File: src/hw/umc_pkg.sv
package umc_pkg;

    // Bank shape
    localparam int          NUM_CNT  = 31;
    localparam int          IDX_W    = 5;
    localparam int          VAL_W    = 20;
    localparam int          MODE_W   = 4;
    localparam int          ADDR_W   = 8;
    localparam int          DATA_W   = 32;
    localparam int          FLD_W    = 3;

    localparam logic [IDX_W-1:0]  LAST_IDX   = 5'h1E;
    localparam logic [IDX_W-1:0]  GLOBAL_IDX = 5'h1F;
    localparam logic [VAL_W-1:0]  VAL_MAX    = 20'hF423F;
    localparam logic [VAL_W-1:0]  VAL_ONE    = 20'h00001;
    localparam logic [VAL_W-1:0]  VAL_ZERO   = 20'h00000;

    // Counting modes
    localparam logic [MODE_W-1:0] MODE_COIL    = 4'h0;
    localparam logic [MODE_W-1:0] MODE_FIX_NR  = 4'h1;
    localparam logic [MODE_W-1:0] MODE_CONT_NR = 4'h2;
    localparam logic [MODE_W-1:0] MODE_FIX_RT  = 4'h3;
    localparam logic [MODE_W-1:0] MODE_CONT_RT = 4'h4;
    localparam logic [MODE_W-1:0] MODE_UD_NR   = 4'h5;
    localparam logic [MODE_W-1:0] MODE_UD_RT   = 4'h6;

    // Register word address = {counter index, field}
    localparam logic [FLD_W-1:0]  FLD_CFG    = 3'h0;
    localparam logic [FLD_W-1:0]  FLD_PRESET = 3'h1;
    localparam logic [FLD_W-1:0]  FLD_CUR    = 3'h2;
    localparam logic [FLD_W-1:0]  FLD_STAT   = 3'h3;
    localparam logic [FLD_W-1:0]  FLD_CTRL   = 3'h0;
    localparam logic [FLD_W-1:0]  FLD_SYS    = 3'h1;
    localparam int                CFG_SRC_BIT     = 4;
    localparam int                CTRL_RETAIN_BIT = 0;

    // Reset values
    localparam logic [MODE_W-1:0] MODE_RST   = 4'h0;
    localparam logic [VAL_W-1:0]  PRESET_RST = 20'h00000;
    localparam logic              RETAIN_RST = 1'b0;

    typedef enum logic [1:0] {
        UMC_IDLE = 2'b00,
        UMC_WALK = 2'b01,
        UMC_DONE = 2'b11
    } umc_state_t;

    function automatic logic umc_stops_at_preset(input logic [MODE_W-1:0] m);
        return (m == MODE_FIX_NR) || (m == MODE_FIX_RT);
    endfunction

    function automatic logic umc_keeps_on_switch(input logic [MODE_W-1:0] m);
        return (m == MODE_FIX_RT) || (m == MODE_CONT_RT) || (m == MODE_UD_RT);
    endfunction

    function automatic logic umc_counts(input logic [MODE_W-1:0] m);
        return (m >= MODE_FIX_NR) && (m <= MODE_UD_RT);
    endfunction

    function automatic logic [VAL_W-1:0] umc_clamp(input logic [VAL_W-1:0] v);
        return (v > VAL_MAX) ? VAL_MAX : v;
    endfunction

endpackage

File: src/hw/umc_counter_bank.sv
// How it works
// - Thirty-one counters, each with its own coil.
// - Mode field per counter; fast modes ignored here.
// - Direction low counts up, high counts down.
// - Reset high forces current value to zero.
// - Current and preset stay within 0..999999.
// - Preset is a constant or external live value.
// - Mode 0 coil simply follows enable.
// - Modes 1,3 stop at preset or zero.
// - Modes 1-3 coil on when value equals preset.
// - Modes 1,2 reload initial value on power, switch.
// - Mode 2 counts past preset, stops at zero.
// - Mode 3 keeps running value across power loss.
// - Modes 3,4,6 keep value across switch if retain.
// - Mode 4 keeps running value across power loss.
// - Modes 4-6 coil on while value reaches preset.
// - Modes 5,6 threshold is non-zero preset only.
// - Mode 5 zeroes on reset, power, switch.
// - Mode 6 zeroes on reset, and on power or switch when not kept.
//
// Chosen here: the register offsets and the strobed register port.
`timescale 1ns/1ps
module umc_counter_bank (
    // Clock and reset
    input  wire logic                                      clk,
    input  wire logic                                      rst_n,
    input  wire logic                                      ce,
    // Register port
    input  wire logic [umc_pkg::ADDR_W-1:0]                addr,
    input  wire logic [umc_pkg::DATA_W-1:0]                wdata,
    input  wire logic                                      wr,
    input  wire logic                                      rd,
    output logic      [umc_pkg::DATA_W-1:0]                rdata,
    // System events
    input  wire logic                                      scan_tick,
    input  wire logic                                      run_mode,
    input  wire logic                                      power_up,
    input  wire logic                                      power_loss,
    // Bit operands, one bit per counter
    input  wire logic [umc_pkg::NUM_CNT-1:0]               bit_operand_source_en,
    input  wire logic [umc_pkg::NUM_CNT-1:0]               bit_operand_source_dir,
    input  wire logic [umc_pkg::NUM_CNT-1:0]               bit_operand_source_rst,
    // Live preset values from other functions
    input  wire logic [umc_pkg::NUM_CNT*umc_pkg::VAL_W-1:0] preset_ext,
    // Status
    output logic      [umc_pkg::NUM_CNT-1:0]               counter_coil_code,
    output logic                                           busy,
    output logic                                           scan_done
);
    import umc_pkg::*;

    umc_state_t        state;
    logic [IDX_W-1:0]  walk_idx;
    logic [MODE_W-1:0] mode_reg     [NUM_CNT];
    logic [VAL_W-1:0]  preset_const [NUM_CNT];
    logic [VAL_W-1:0]  cur_val      [NUM_CNT];
    logic [VAL_W-1:0]  eff_preset   [NUM_CNT];
    logic [NUM_CNT-1:0] src_ext;
    logic [NUM_CNT-1:0] prev_en;
    logic [NUM_CNT-1:0] en_snap;
    logic [NUM_CNT-1:0] dir_snap;
    logic [NUM_CNT-1:0] rst_snap;
    logic              retain_opt;
    logic              run_q;
    logic              lost_in_run;
    logic              pend_scan;
    logic              pend_power;
    logic              pend_switch;
    logic              kind_scan;
    logic              kind_power;
    logic              kind_switch;
    logic              take;
    logic              wr_now;
    logic [IDX_W-1:0]  bus_idx;
    logic [FLD_W-1:0]  bus_fld;
    logic              bus_cnt;
    logic [DATA_W-1:0] next_rdata;
    logic [MODE_W-1:0] sel_mode;
    logic [VAL_W-1:0]  sel_cur;
    logic [VAL_W-1:0]  sel_pre;
    logic              sel_rise;
    logic              scan_only;
    logic [VAL_W-1:0]  next_cur;
    logic              next_coil;

    assign bus_idx = addr[ADDR_W-1:FLD_W];
    assign bus_fld = addr[FLD_W-1:0];
    assign bus_cnt = (bus_idx != GLOBAL_IDX);
    assign take    = (state == UMC_IDLE) && (pend_scan || pend_power || pend_switch);
    assign wr_now  = ce && (state == UMC_WALK);
    assign busy      = (state != UMC_IDLE);
    assign scan_done = (state == UMC_DONE);

    // Preset source per counter
    for (genvar g = 0; g < NUM_CNT; g++) begin : g_preset
        assign eff_preset[g] = src_ext[g] ? umc_clamp(preset_ext[g*VAL_W +: VAL_W]) : preset_const[g];
    end

    // Software setup
    always_ff @(posedge clk or negedge rst_n) begin
        if (!rst_n) begin
            for (int i = 0; i < NUM_CNT; i++) begin
                mode_reg[i]     <= MODE_RST;
                preset_const[i] <= PRESET_RST;
            end
            src_ext    <= '0;
            retain_opt <= RETAIN_RST;
        end else if (ce && wr) begin
            if (bus_cnt && bus_fld == FLD_CFG) begin
                mode_reg[bus_idx] <= wdata[MODE_W-1:0];
                src_ext[bus_idx]  <= wdata[CFG_SRC_BIT];
            end else if (bus_cnt && bus_fld == FLD_PRESET) begin
                preset_const[bus_idx] <= umc_clamp(wdata[VAL_W-1:0]);
            end else if (!bus_cnt && bus_fld == FLD_CTRL) begin
                retain_opt <= wdata[CTRL_RETAIN_BIT];
            end
        end
    end

    // Read data stands only in the cycle after the strobe
    always_comb begin
        next_rdata = '0;
        if (bus_cnt) begin
            case (bus_fld)
                FLD_CFG:    next_rdata = {27'h0000000, src_ext[bus_idx], mode_reg[bus_idx]};
                FLD_PRESET: next_rdata = {12'h000, eff_preset[bus_idx]};
                FLD_CUR:    next_rdata = {12'h000, cur_val[bus_idx]};
                FLD_STAT:   next_rdata = {30'h00000000, prev_en[bus_idx], counter_coil_code[bus_idx]};
                default:    next_rdata = '0;
            endcase
        end else begin
            case (bus_fld)
                FLD_CTRL: next_rdata = {31'h00000000, retain_opt};
                FLD_SYS:  next_rdata = {29'h00000000, busy, lost_in_run, run_q};
                default:  next_rdata = '0;
            endcase
        end
    end

    always_ff @(posedge clk or negedge rst_n) begin
        if (!rst_n) begin
            rdata <= '0;
        end else if (ce) begin
            rdata <= rd ? next_rdata : '0;
        end
    end

    // Event capture; a new event in the take cycle stays pending
    always_ff @(posedge clk or negedge rst_n) begin
        if (!rst_n) begin
            run_q       <= 1'b0;
            lost_in_run <= 1'b0;
            pend_scan   <= 1'b0;
            pend_power  <= 1'b0;
            pend_switch <= 1'b0;
        end else if (ce) begin
            run_q       <= run_mode;
            if (power_loss) begin
                lost_in_run <= run_mode;
            end
            pend_scan   <= (pend_scan && !take) || scan_tick;
            pend_power  <= (pend_power && !take) || power_up;
            pend_switch <= (pend_switch && !take) || (run_mode != run_q);
        end
    end

    // Walk sequencer: one counter per cycle, bit operands frozen for the whole walk
    always_ff @(posedge clk or negedge rst_n) begin
        if (!rst_n) begin
            state       <= UMC_IDLE;
            walk_idx    <= '0;
            kind_scan   <= 1'b0;
            kind_power  <= 1'b0;
            kind_switch <= 1'b0;
            en_snap     <= '0;
            dir_snap    <= '0;
            rst_snap    <= '0;
        end else if (ce) begin
            case (state)
                UMC_IDLE: begin
                    if (take) begin
                        state       <= UMC_WALK;
                        walk_idx    <= '0;
                        kind_scan   <= pend_scan;
                        kind_power  <= pend_power;
                        kind_switch <= pend_switch;
                        en_snap     <= bit_operand_source_en;
                        dir_snap    <= bit_operand_source_dir;
                        rst_snap    <= bit_operand_source_rst;
                    end
                end
                UMC_WALK: begin
                    if (walk_idx == LAST_IDX) begin
                        state <= UMC_DONE;
                    end else begin
                        walk_idx <= walk_idx + 5'h01;
                    end
                end
                UMC_DONE: state <= UMC_IDLE;
                default:  state <= UMC_IDLE;
            endcase
        end
    end

    assign sel_mode  = mode_reg[walk_idx];
    assign sel_cur   = cur_val[walk_idx];
    assign sel_pre   = eff_preset[walk_idx];
    assign sel_rise  = en_snap[walk_idx] && !prev_en[walk_idx];
    assign scan_only = kind_scan && !kind_power && !kind_switch;

    umc_step u_step (
        .mode        (sel_mode),
        .cur         (sel_cur),
        .preset      (sel_pre),
        .en_level    (en_snap[walk_idx]),
        .en_rise     (sel_rise),
        .dir         (dir_snap[walk_idx]),
        .rst         (rst_snap[walk_idx]),
        .power_evt   (kind_power),
        .switch_evt  (kind_switch),
        .scan_evt    (kind_scan),
        .retain_opt  (retain_opt),
        .lost_in_run (lost_in_run),
        .next_cur    (next_cur),
        .next_coil   (next_coil)
    );

    // Counter state update
    always_ff @(posedge clk or negedge rst_n) begin
        if (!rst_n) begin
            for (int i = 0; i < NUM_CNT; i++) begin
                cur_val[i] <= VAL_ZERO;
            end
            counter_coil_code <= '0;
            prev_en           <= '0;
        end else if (wr_now) begin
            cur_val[walk_idx]           <= next_cur;
            counter_coil_code[walk_idx] <= next_coil;
            if (kind_scan) begin
                prev_en[walk_idx] <= en_snap[walk_idx];
            end
        end
    end

    chk_walk_end: assert property (@(posedge clk) disable iff (!rst_n)
        (wr_now && walk_idx == LAST_IDX) |=> (state == UMC_DONE) ##1 (state == ($past(ce) ? UMC_IDLE : UMC_DONE)))
        else $error("walk did not finish after the last counter");

    chk_value_range: assert property (@(posedge clk) disable iff (!rst_n)
        (state == UMC_WALK) |-> (sel_cur <= VAL_MAX && sel_pre <= VAL_MAX))
        else $error("value beyond 999999");

    chk_reset_zero: assert property (@(posedge clk) disable iff (!rst_n)
        (wr_now && scan_only && umc_counts(sel_mode) && rst_snap[walk_idx])
        |=> (cur_val[$past(walk_idx)] == VAL_ZERO))
        else $error("reset did not clear the counter");

    chk_up_step: assert property (@(posedge clk) disable iff (!rst_n)
        (wr_now && scan_only && sel_mode == MODE_CONT_NR && !rst_snap[walk_idx] && sel_rise
         && !dir_snap[walk_idx] && sel_cur < VAL_MAX)
        |=> (cur_val[$past(walk_idx)] == $past(sel_cur) + VAL_ONE))
        else $error("up count step missing");

    chk_down_step: assert property (@(posedge clk) disable iff (!rst_n)
        (wr_now && scan_only && umc_counts(sel_mode) && !rst_snap[walk_idx] && sel_rise
         && dir_snap[walk_idx] && sel_cur != VAL_ZERO)
        |=> (cur_val[$past(walk_idx)] == $past(sel_cur) - VAL_ONE))
        else $error("down count step missing");

    chk_fixed_stop: assert property (@(posedge clk) disable iff (!rst_n)
        (wr_now && scan_only && umc_stops_at_preset(sel_mode) && !rst_snap[walk_idx]
         && !dir_snap[walk_idx] && sel_cur == sel_pre)
        |=> (cur_val[$past(walk_idx)] == $past(sel_cur)))
        else $error("fixed counter moved past preset");

    chk_coil_equal: assert property (@(posedge clk) disable iff (!rst_n)
        (wr_now && sel_mode >= MODE_FIX_NR && sel_mode <= MODE_FIX_RT)
        |=> (counter_coil_code[$past(walk_idx)] == (cur_val[$past(walk_idx)] == $past(sel_pre))))
        else $error("equal coil wrong");

    chk_coil_ge: assert property (@(posedge clk) disable iff (!rst_n)
        (wr_now && sel_mode >= MODE_CONT_RT && sel_mode <= MODE_UD_RT)
        |=> (counter_coil_code[$past(walk_idx)] == ((cur_val[$past(walk_idx)] >= $past(sel_pre))
             && ($past(sel_mode) == MODE_CONT_RT || $past(sel_pre) != VAL_ZERO))))
        else $error("threshold coil wrong");

    chk_mode0_coil: assert property (@(posedge clk) disable iff (!rst_n)
        (wr_now && sel_mode == MODE_COIL)
        |=> (counter_coil_code[$past(walk_idx)] == $past(en_snap[walk_idx])))
        else $error("internal coil does not follow enable");

    chk_switch_clear: assert property (@(posedge clk) disable iff (!rst_n)
        (wr_now && !kind_power && kind_switch && sel_mode == MODE_UD_NR)
        |=> (cur_val[$past(walk_idx)] == VAL_ZERO))
        else $error("mode 5 kept value over RUN/STOP");

    // Walk entry; a low enable must hold every register
    chk_walk_start: assert property (@(posedge clk) disable iff (!rst_n)
        (ce && take)
        |=> (state == UMC_WALK && walk_idx == '0))
        else $error("walk did not start at counter 0");

    chk_freeze_state: assert property (@(posedge clk) disable iff (!rst_n)
        !ce
        |=> ($stable(state) && $stable(walk_idx) && $stable(rdata) && $stable(counter_coil_code)))
        else $error("state moved while enable low");

    chk_rise_only: assert property (@(posedge clk) disable iff (!rst_n)
        (wr_now && scan_only && umc_counts(sel_mode) && !rst_snap[walk_idx] && !sel_rise)
        |=> (cur_val[$past(walk_idx)] == $past(sel_cur)))
        else $error("count without rising enable");

    chk_en_history: assert property (@(posedge clk) disable iff (!rst_n)
        (wr_now && kind_scan)
        |=> (prev_en[$past(walk_idx)] == $past(en_snap[walk_idx])))
        else $error("enable history not updated");

    // Power-up and RUN/STOP outcomes
    chk_init_load: assert property (@(posedge clk) disable iff (!rst_n)
        (wr_now && (kind_power || kind_switch) && (sel_mode == MODE_FIX_NR || sel_mode == MODE_CONT_NR))
        |=> (cur_val[$past(walk_idx)] == ($past(dir_snap[walk_idx]) ? $past(sel_pre) : VAL_ZERO)))
        else $error("initial value not loaded");

    chk_power_keep: assert property (@(posedge clk) disable iff (!rst_n)
        (wr_now && kind_power && lost_in_run && umc_keeps_on_switch(sel_mode))
        |=> (cur_val[$past(walk_idx)] == $past(sel_cur)))
        else $error("retentive value lost at power-up");

    chk_switch_keep: assert property (@(posedge clk) disable iff (!rst_n)
        (wr_now && !kind_power && kind_switch && retain_opt && umc_keeps_on_switch(sel_mode))
        |=> (cur_val[$past(walk_idx)] == $past(sel_cur)))
        else $error("retained value lost over RUN/STOP");

    chk_mode5_power: assert property (@(posedge clk) disable iff (!rst_n)
        (wr_now && kind_power && sel_mode == MODE_UD_NR)
        |=> (cur_val[$past(walk_idx)] == VAL_ZERO))
        else $error("mode 5 kept value over power-up");

    chk_loss_capture: assert property (@(posedge clk) disable iff (!rst_n)
        (ce && power_loss)
        |=> (lost_in_run == $past(run_mode)))
        else $error("run state not captured at power loss");

endmodule // umc_counter_bank

File: src/hw/umc_step.sv
`timescale 1ns/1ps
module umc_step (
    // Counter state and setup
    input  wire logic [umc_pkg::MODE_W-1:0] mode,
    input  wire logic [umc_pkg::VAL_W-1:0]  cur,
    input  wire logic [umc_pkg::VAL_W-1:0]  preset,
    // Operands of this scan
    input  wire logic                       en_level,
    input  wire logic                       en_rise,
    input  wire logic                       dir,
    input  wire logic                       rst,
    // Events
    input  wire logic                       power_evt,
    input  wire logic                       switch_evt,
    input  wire logic                       scan_evt,
    input  wire logic                       retain_opt,
    input  wire logic                       lost_in_run,
    // Result
    output logic      [umc_pkg::VAL_W-1:0]  next_cur,
    output logic                            next_coil
);
    import umc_pkg::*;

    always_comb begin
        logic [VAL_W-1:0] init_val;
        init_val = dir ? preset : VAL_ZERO;
        next_cur = cur;
        if (power_evt) begin
            case (mode)
                MODE_FIX_NR, MODE_CONT_NR: next_cur = init_val;
                MODE_FIX_RT, MODE_CONT_RT: next_cur = lost_in_run ? cur : init_val;
                MODE_UD_RT:                next_cur = lost_in_run ? cur : VAL_ZERO;
                MODE_UD_NR:                next_cur = VAL_ZERO;
                default:                   next_cur = cur;
            endcase
        end else if (switch_evt) begin
            case (mode)
                MODE_FIX_NR, MODE_CONT_NR: next_cur = init_val;
                MODE_UD_NR:                next_cur = VAL_ZERO;
                MODE_UD_RT:                next_cur = retain_opt ? cur : VAL_ZERO;
                default: begin
                    if (umc_keeps_on_switch(mode) && retain_opt) begin
                        next_cur = cur;
                    end else if (umc_keeps_on_switch(mode)) begin
                        next_cur = init_val;
                    end else begin
                        next_cur = cur;
                    end
                end
            endcase
        end else if (scan_evt && umc_counts(mode)) begin
            if (rst) begin
                next_cur = VAL_ZERO;
            end else if (en_rise) begin
                if (!dir) begin
                    if (umc_stops_at_preset(mode)) begin
                        if (cur < preset) begin
                            next_cur = cur + VAL_ONE;
                        end
                    end else if (cur < VAL_MAX) begin
                        next_cur = cur + VAL_ONE;
                    end
                end else if (cur != VAL_ZERO) begin
                    next_cur = cur - VAL_ONE;
                end
            end
        end
        case (mode)
            MODE_COIL:                             next_coil = en_level;
            MODE_FIX_NR, MODE_CONT_NR, MODE_FIX_RT: next_coil = (next_cur == preset);
            MODE_CONT_RT:                          next_coil = (next_cur >= preset);
            MODE_UD_NR, MODE_UD_RT:                next_coil = (preset != VAL_ZERO) && (next_cur >= preset);
            default:                               next_coil = 1'b0;
        endcase
    end

endmodule // umc_step
File: config.mk
export PLATFORM = sky130hd
export DESIGN_NAME = umc_counter_bank
export DESIGN_NICKNAME = d
export VERILOG_FILES = /design/src/hw/umc_pkg.sv /design/src/hw/umc_counter_bank.sv /design/src/hw/umc_step.sv
export SDC_FILE = /design/constraint.sdc
export NUM_CORES = 2
export LEC_CHECK = 0
export BUFFER_PORTS_ARGS = -buffer_cell sky130_fd_sc_hd__buf_2
export CAP_MARGIN = 20
export CORE_MARGIN = 3
export CORE_UTILIZATION = 55
export DETAILED_ROUTE_END_ITERATION = 10
export PLACE_DENSITY = 0.74
export SYNTH_ARGS = -nofsm -noshare
export SYNTH_HDL_FRONTEND = slang
export SYNTH_HIERARCHICAL = 1
export SYNTH_SLANG_ARGS = --single-unit
File: constraint.sdc
create_clock -name clk -period 8.45 [get_ports clk]
set_clock_uncertainty 0.15 [all_clocks]
set_input_delay 0.845 -clock clk [delete_from_list [all_inputs] [get_ports clk]]
set_output_delay 0.845 -clock clk [all_outputs]
set_load 0.005 [all_outputs]
==> results of run 1 <==
==> stage by stage <==
| stage | util, % | setup slack, ns | std cells | hold WS (ns) | setup TNS (ns) |
|---|---|---|---|---|---|
| 2_1_floorplan | - | 1.430 | 9161 | 0.2881 | 0 |
| 3_3_place_gp | 61.03 | -0.1046 | 12050 | 0.3036 | -3.050 |
| 3_5_place_dp | 61.09 | 0.06325 | 12060 | 0.3120 | 0 |
| 4_1_cts | 64.55 | 0.2971 | 12370 | 0.001923 | 0 |
==> routing by layer <==
metal,GRT overflow,GRT usage (%)
met5,3,34.65
met4,168,74.24
met3,14,66.64
met2,197,93.27
met1,12,81.77
==> synth_stat cells, drive strengths merged (30+ instances only) <==
| library cell | instances | share of area, % |
|---|---|---|
| o22a | 33 | 0.30 |
| nor2 | 455 | 1.8 |
| nand4 | 84 | 0.56 |
| a22oi | 141 | 1.1 |
| o21ai | 735 | 3.8 |
| and3 | 34 | 0.22 |
| nor2b | 113 | 0.74 |
| o2111ai | 34 | 0.31 |
| nor4 | 67 | 0.48 |
| a2111oi | 32 | 0.33 |
| nand2 | 1093 | 4.3 |
| o311ai | 30 | 0.27 |
| and2 | 44 | 0.29 |
| mux2i | 328 | 3.4 |
| a221o | 42 | 0.44 |
| o211ai | 106 | 0.84 |
| buf | 198 | 0.98 |
| ha | 45 | 0.59 |
| a211oi | 80 | 0.64 |
| a221oi | 75 | 0.69 |
| mux2 | 1033 | 12 |
| o221ai | 135 | 1.2 |
| inv | 105 | 0.41 |
| a21oi | 310 | 1.6 |
| dfrtp | 1586 | 41 |
| or3 | 34 | 0.23 |
| nor3 | 199 | 1.1 |
| nand3 | 121 | 0.63 |
| a31oi | 113 | 0.74 |
| mux4 | 441 | 10 |
| o31ai | 56 | 0.46 |
| o22ai | 144 | 0.94 |
| clkbuf | 640 | 2.5 |
==> logic make-up after synthesis <==
| family | Yosys count |
|---|---|
| adders and majority gates | 45 |
| AOI/OAI and AO/OA | 2364 |
| and+or+nand+nor | 2395 |
| DFF | 1586 |
| other | 1 |
| muxes | 1802 |
| buffers and inverters | 950 |
| xor gates and xnor gates | 7 |
==> flow_summary.ini, run 1 <==
[placement]
placed_cell_area_sq_um = 105300
hpwlAfterDp_mm = 446.1
io_buffer_count = 802
place_congestion = 1.226

[synthesis]
syn_inst = 9150
ys_types = 112
yosys.area_share.simple_pct = 11.50
muxShareOfSynthArea_pct = 25.94
syn-mean-instance-area_sq_um = 10.47
synthArstFlopShare_pct = 100.0
ys_seq_elements = 1586
syn_area_sq_um = 95780
synth_warnings = 6
synthAdderAreaFrac_pct = 0.5878
yosysSeqAreaShare_pct = 41.44
synth-edff-count = 0
synth_ff_type = dfrtp_1
synth_compound_area_share_pct = 16.54
synth_top_family_by_area = multiplexers
synth_xor_area_share_pct = 0.06401

[floorplan]
io_pins = 827
fp.dieH_microns = 423.3
row_count = 152
die_w_microns = 423.3
initial_core_util_pct = 55.59

[clock_tree]
ctsResizeCount = 0
htree_levels = 4
clock-sinks = 1586
cts_hold_buf = 2
cts-root-buf = clkbuf_16
numCtsBuffers = 169
cts_setup_buffers = 0
clock_path_buffers = 3

[status]
outcome = aborted with a tool error
run.stop_error = [ERROR GRT-0232] Routing congestion too high. Check the congestion heatmap in the GUI.
stop_stage = global routing (5_1_grt)

[global_route]
grt.total_usage_pct = 79.38
gr-total-overflow = 394
grt_max_degree = 187
==> run 2, diff against run 1 <==
- CORE_UTILIZATION: 55 -> 40
- PLACE_DENSITY: 0.74 -> default
- PLACE_DENSITY_LB_ADDON: default -> 0.15
==> run 2 against run 1 <==
The flow now finishes, with violations (capacitance limit, slew limit). Synthesized cell count stayed put. Area after synthesis stayed put.
==> flow_summary.ini, run 2 <==
[status]
outcome = finished, violations left
violations = capacitance limit, slew limit

[placement]
pre_cts_ws_ns = 0.03519
place_congestion = 1.169
io_buffer_count = 802
hpwlAfterDp_mm = 481.8
place_inst = 12990

[setup_path]
critPathArrivalTime_ns = 9.00
worst_setup_path_start_kind = flop
path_max_fanout = 18
crit_type = reg2reg
path_common_cell = buf_4
slowest_delay_ns = 1.20
crit_family = simple AND/OR/NAND/NOR gates
slowest_stage = nor3_1
worst-path-buf-inv = 8
end_kind = flop
cp.required_ns = 9.06

[cells_and_area]
utilization_pct = 47.94
area_growth_pct = 19.15
final_common_cell = dfrtp_1
multi_input_area_sq_um = 53070
mostFrequentLayoutCells = 1581 x dfrtp_1, 1085 x nand2_1, 1032 x mux2_2
num-nets-final = 10860
drive_above_1_share_pct = 33.99
fillers = 22130
layout.cells.non_filler = 13450
register_area_sq_um = 39700

[route]
wl_per_cell_microns = 48.17
drt_pass1_iterations = 10
route.detailed.drc = 0
vias = 95900
drtIter0Drc = 14960
ant_nets = 0
viasPerCell = 7.133
wl_mm = 647.6

[synthesis]
synth-edff-count = 0
yosys-top-cells-count = 1586 x dfrtp_1, 1092 x nand2_1, 1032 x mux2_2
yosys.area.top_type = dfrtp_1
yosysSeqAreaShare_pct = 41.44
synth_ff_type = dfrtp_1
syn-mean-instance-area_sq_um = 10.47
syn_area_sq_um = 95780
synth_area_leaders = dfrtp_1 41%, mux2_2 12%, mux4_2 10%, nand2_1 4.3%, o21ai_0 3.4%
syn_inst = 9150
ys_types = 112
synth_top_area_share_pct = 41.44
synthArstFlopShare_pct = 100.0
ys_seq_elements = 1586
synth.most_common_cell = dfrtp_1
synth_warnings = 6

[sta]
tightest_slew_ns = 1.495
fmax_ghz = 0.1192
slew_headroom_pct = -0.006630
finalSetupTns_ns = 0
post-route-period-util_pct = 99.26
hold_violations = 0
rsz0062_at_grt = false
drv_slew = 1
setup_viol = 0
final.min_clock_period_ns = 8.387
fin_hold_ws_ns = 0.02739
setup_slack_ns = 0.06278

[global_route]
grt.total_usage_pct = 51.65
grt_pass1_wl_mm = 846.9
grt_max_degree = 179
gr-total-overflow = 0
grt_pass1_vias = 90010
antenna_found_initial = 123

[clock_tree]
numCtsBuffers = 180
tritoncts = built
cts-root-buf = clkbuf_16
clock_latency_ns = 0.94
htree_levels = 4
clock_path_buffers = 3
clk_pin_slew_ns = 0.06
clock-sinks = 1586

[min_path]
hold_class = in2reg

[power]
leakage_nw = 49.16
pwr_density_cell_nw_per_um2 = 328.4
vdd_drop_max_mv = 0.2575

[floorplan]
initial_core_util_pct = 40.23
die_w_microns = 495.3
row_count = 179
floorplan.die_area_sq_um = 245400
io_pins = 827
core_area_sq_um = 238100
fp.dieH_microns = 495.3

[flow_run]
cap_violations = 1
[run 2: area by class of cell]
| type | count | share of cell area [%] |
|---|---|---|
| antenna | 82 | 0.1798 |
| clock buffer | 258 | 4.589 |
| clock inverter | 71 | 1.055 |
| inverter | 112 | 0.3837 |
| multi-input combinational | 6625 | 46.50 |
| sequential | 1586 | 34.79 |
| tap | 3167 | 3.472 |
| timing repair buffer | 1544 | 9.036 |
[run 2: worst paths after layout]
check                                              start                               end  slack [ns]  cells past startpoint
max reg2reg                      walk_idx[3]$_DFFE_PN0P_  counter_coil_code[3]$_DFFE_PN0P_        0.06                     32
min in group asynchronous                          rst_n          cur_val[394]$_DFFE_PN0P_        0.26                      2
max                              walk_idx[3]$_DFFE_PN0P_  counter_coil_code[3]$_DFFE_PN0P_        0.06                     32
min                           bit_operand_source_rst[18]          rst_snap[18]$_DFFE_PN0P_        0.03                      2
min reg2reg                preset_const[515]$_DFFE_PN0P_     preset_const[515]$_DFFE_PN0P_        0.32                      2
max in group asynchronous                          rst_n     preset_const[160]$_DFFE_PN0P_        5.42                      4
[run 2: power by group]
group,switching (W),internal (W)
clock network,0.00372,0.00494
logic,0.0117,0.00666
registers,0.00127,0.00917
total,0.0167,0.0208
[run 2: stage by stage]
stage                     power (W)  cell area, sq um
after floorplan             0.01955             95820
after global placement      0.02781            106800
after detailed placement    0.02813            106800
after CTS                   0.03677            113500
after global routing        0.03830            113900
final                       0.03748            114100
[run 2: worst reg2reg max path, delay by kind of cell (launching register included)]
| family | cells | cell delay (ns) |
|---|---|---|
| and+or+nand+nor | 8 | 2.86 |
| AOI/OAI and AO/OA | 13 | 2.33 |
| buffers and inverters | 8 | 1.50 |
| adders and majority gates | 2 | 0.60 |
| DFF | 1 | 0.52 |
| muxes | 1 | 0.29 |
[run 2: what timing repair did]
action | 4_1_cts | 5_1_grt
endpoints found under the hold margin | 164 | 0
hold buffers | 27 | 0
endpoints found under the setup margin | 0 | 31
resized for setup | 0 | 3
buffers inserted | 0 | 0
[run 2: cell families after synthesis]
group	count (synthesis)	synth area share (%)
compound gates	2364	16.54
xor+xnor	7	0.06401
fa+ha+maj	45	0.5878
buf+inv	950	3.931
flops	1586	41.44
mux	1802	25.94
other cells	1	0.003915
simple gates	2395	11.50
[run 2: layer usage]
metal / vias to the layer above / part of all wire [%] / GRT usage, %
met5: - / 0.058 / 0.01957
met3: 2455 / 12 / 20.22
li1: 36630 / - / -
met2: 7861 / 41 / 72.60
met4: 58 / 11 / 45.02
met1: 48890 / 36 / 61.24
(Power assumes the default switching activity.)
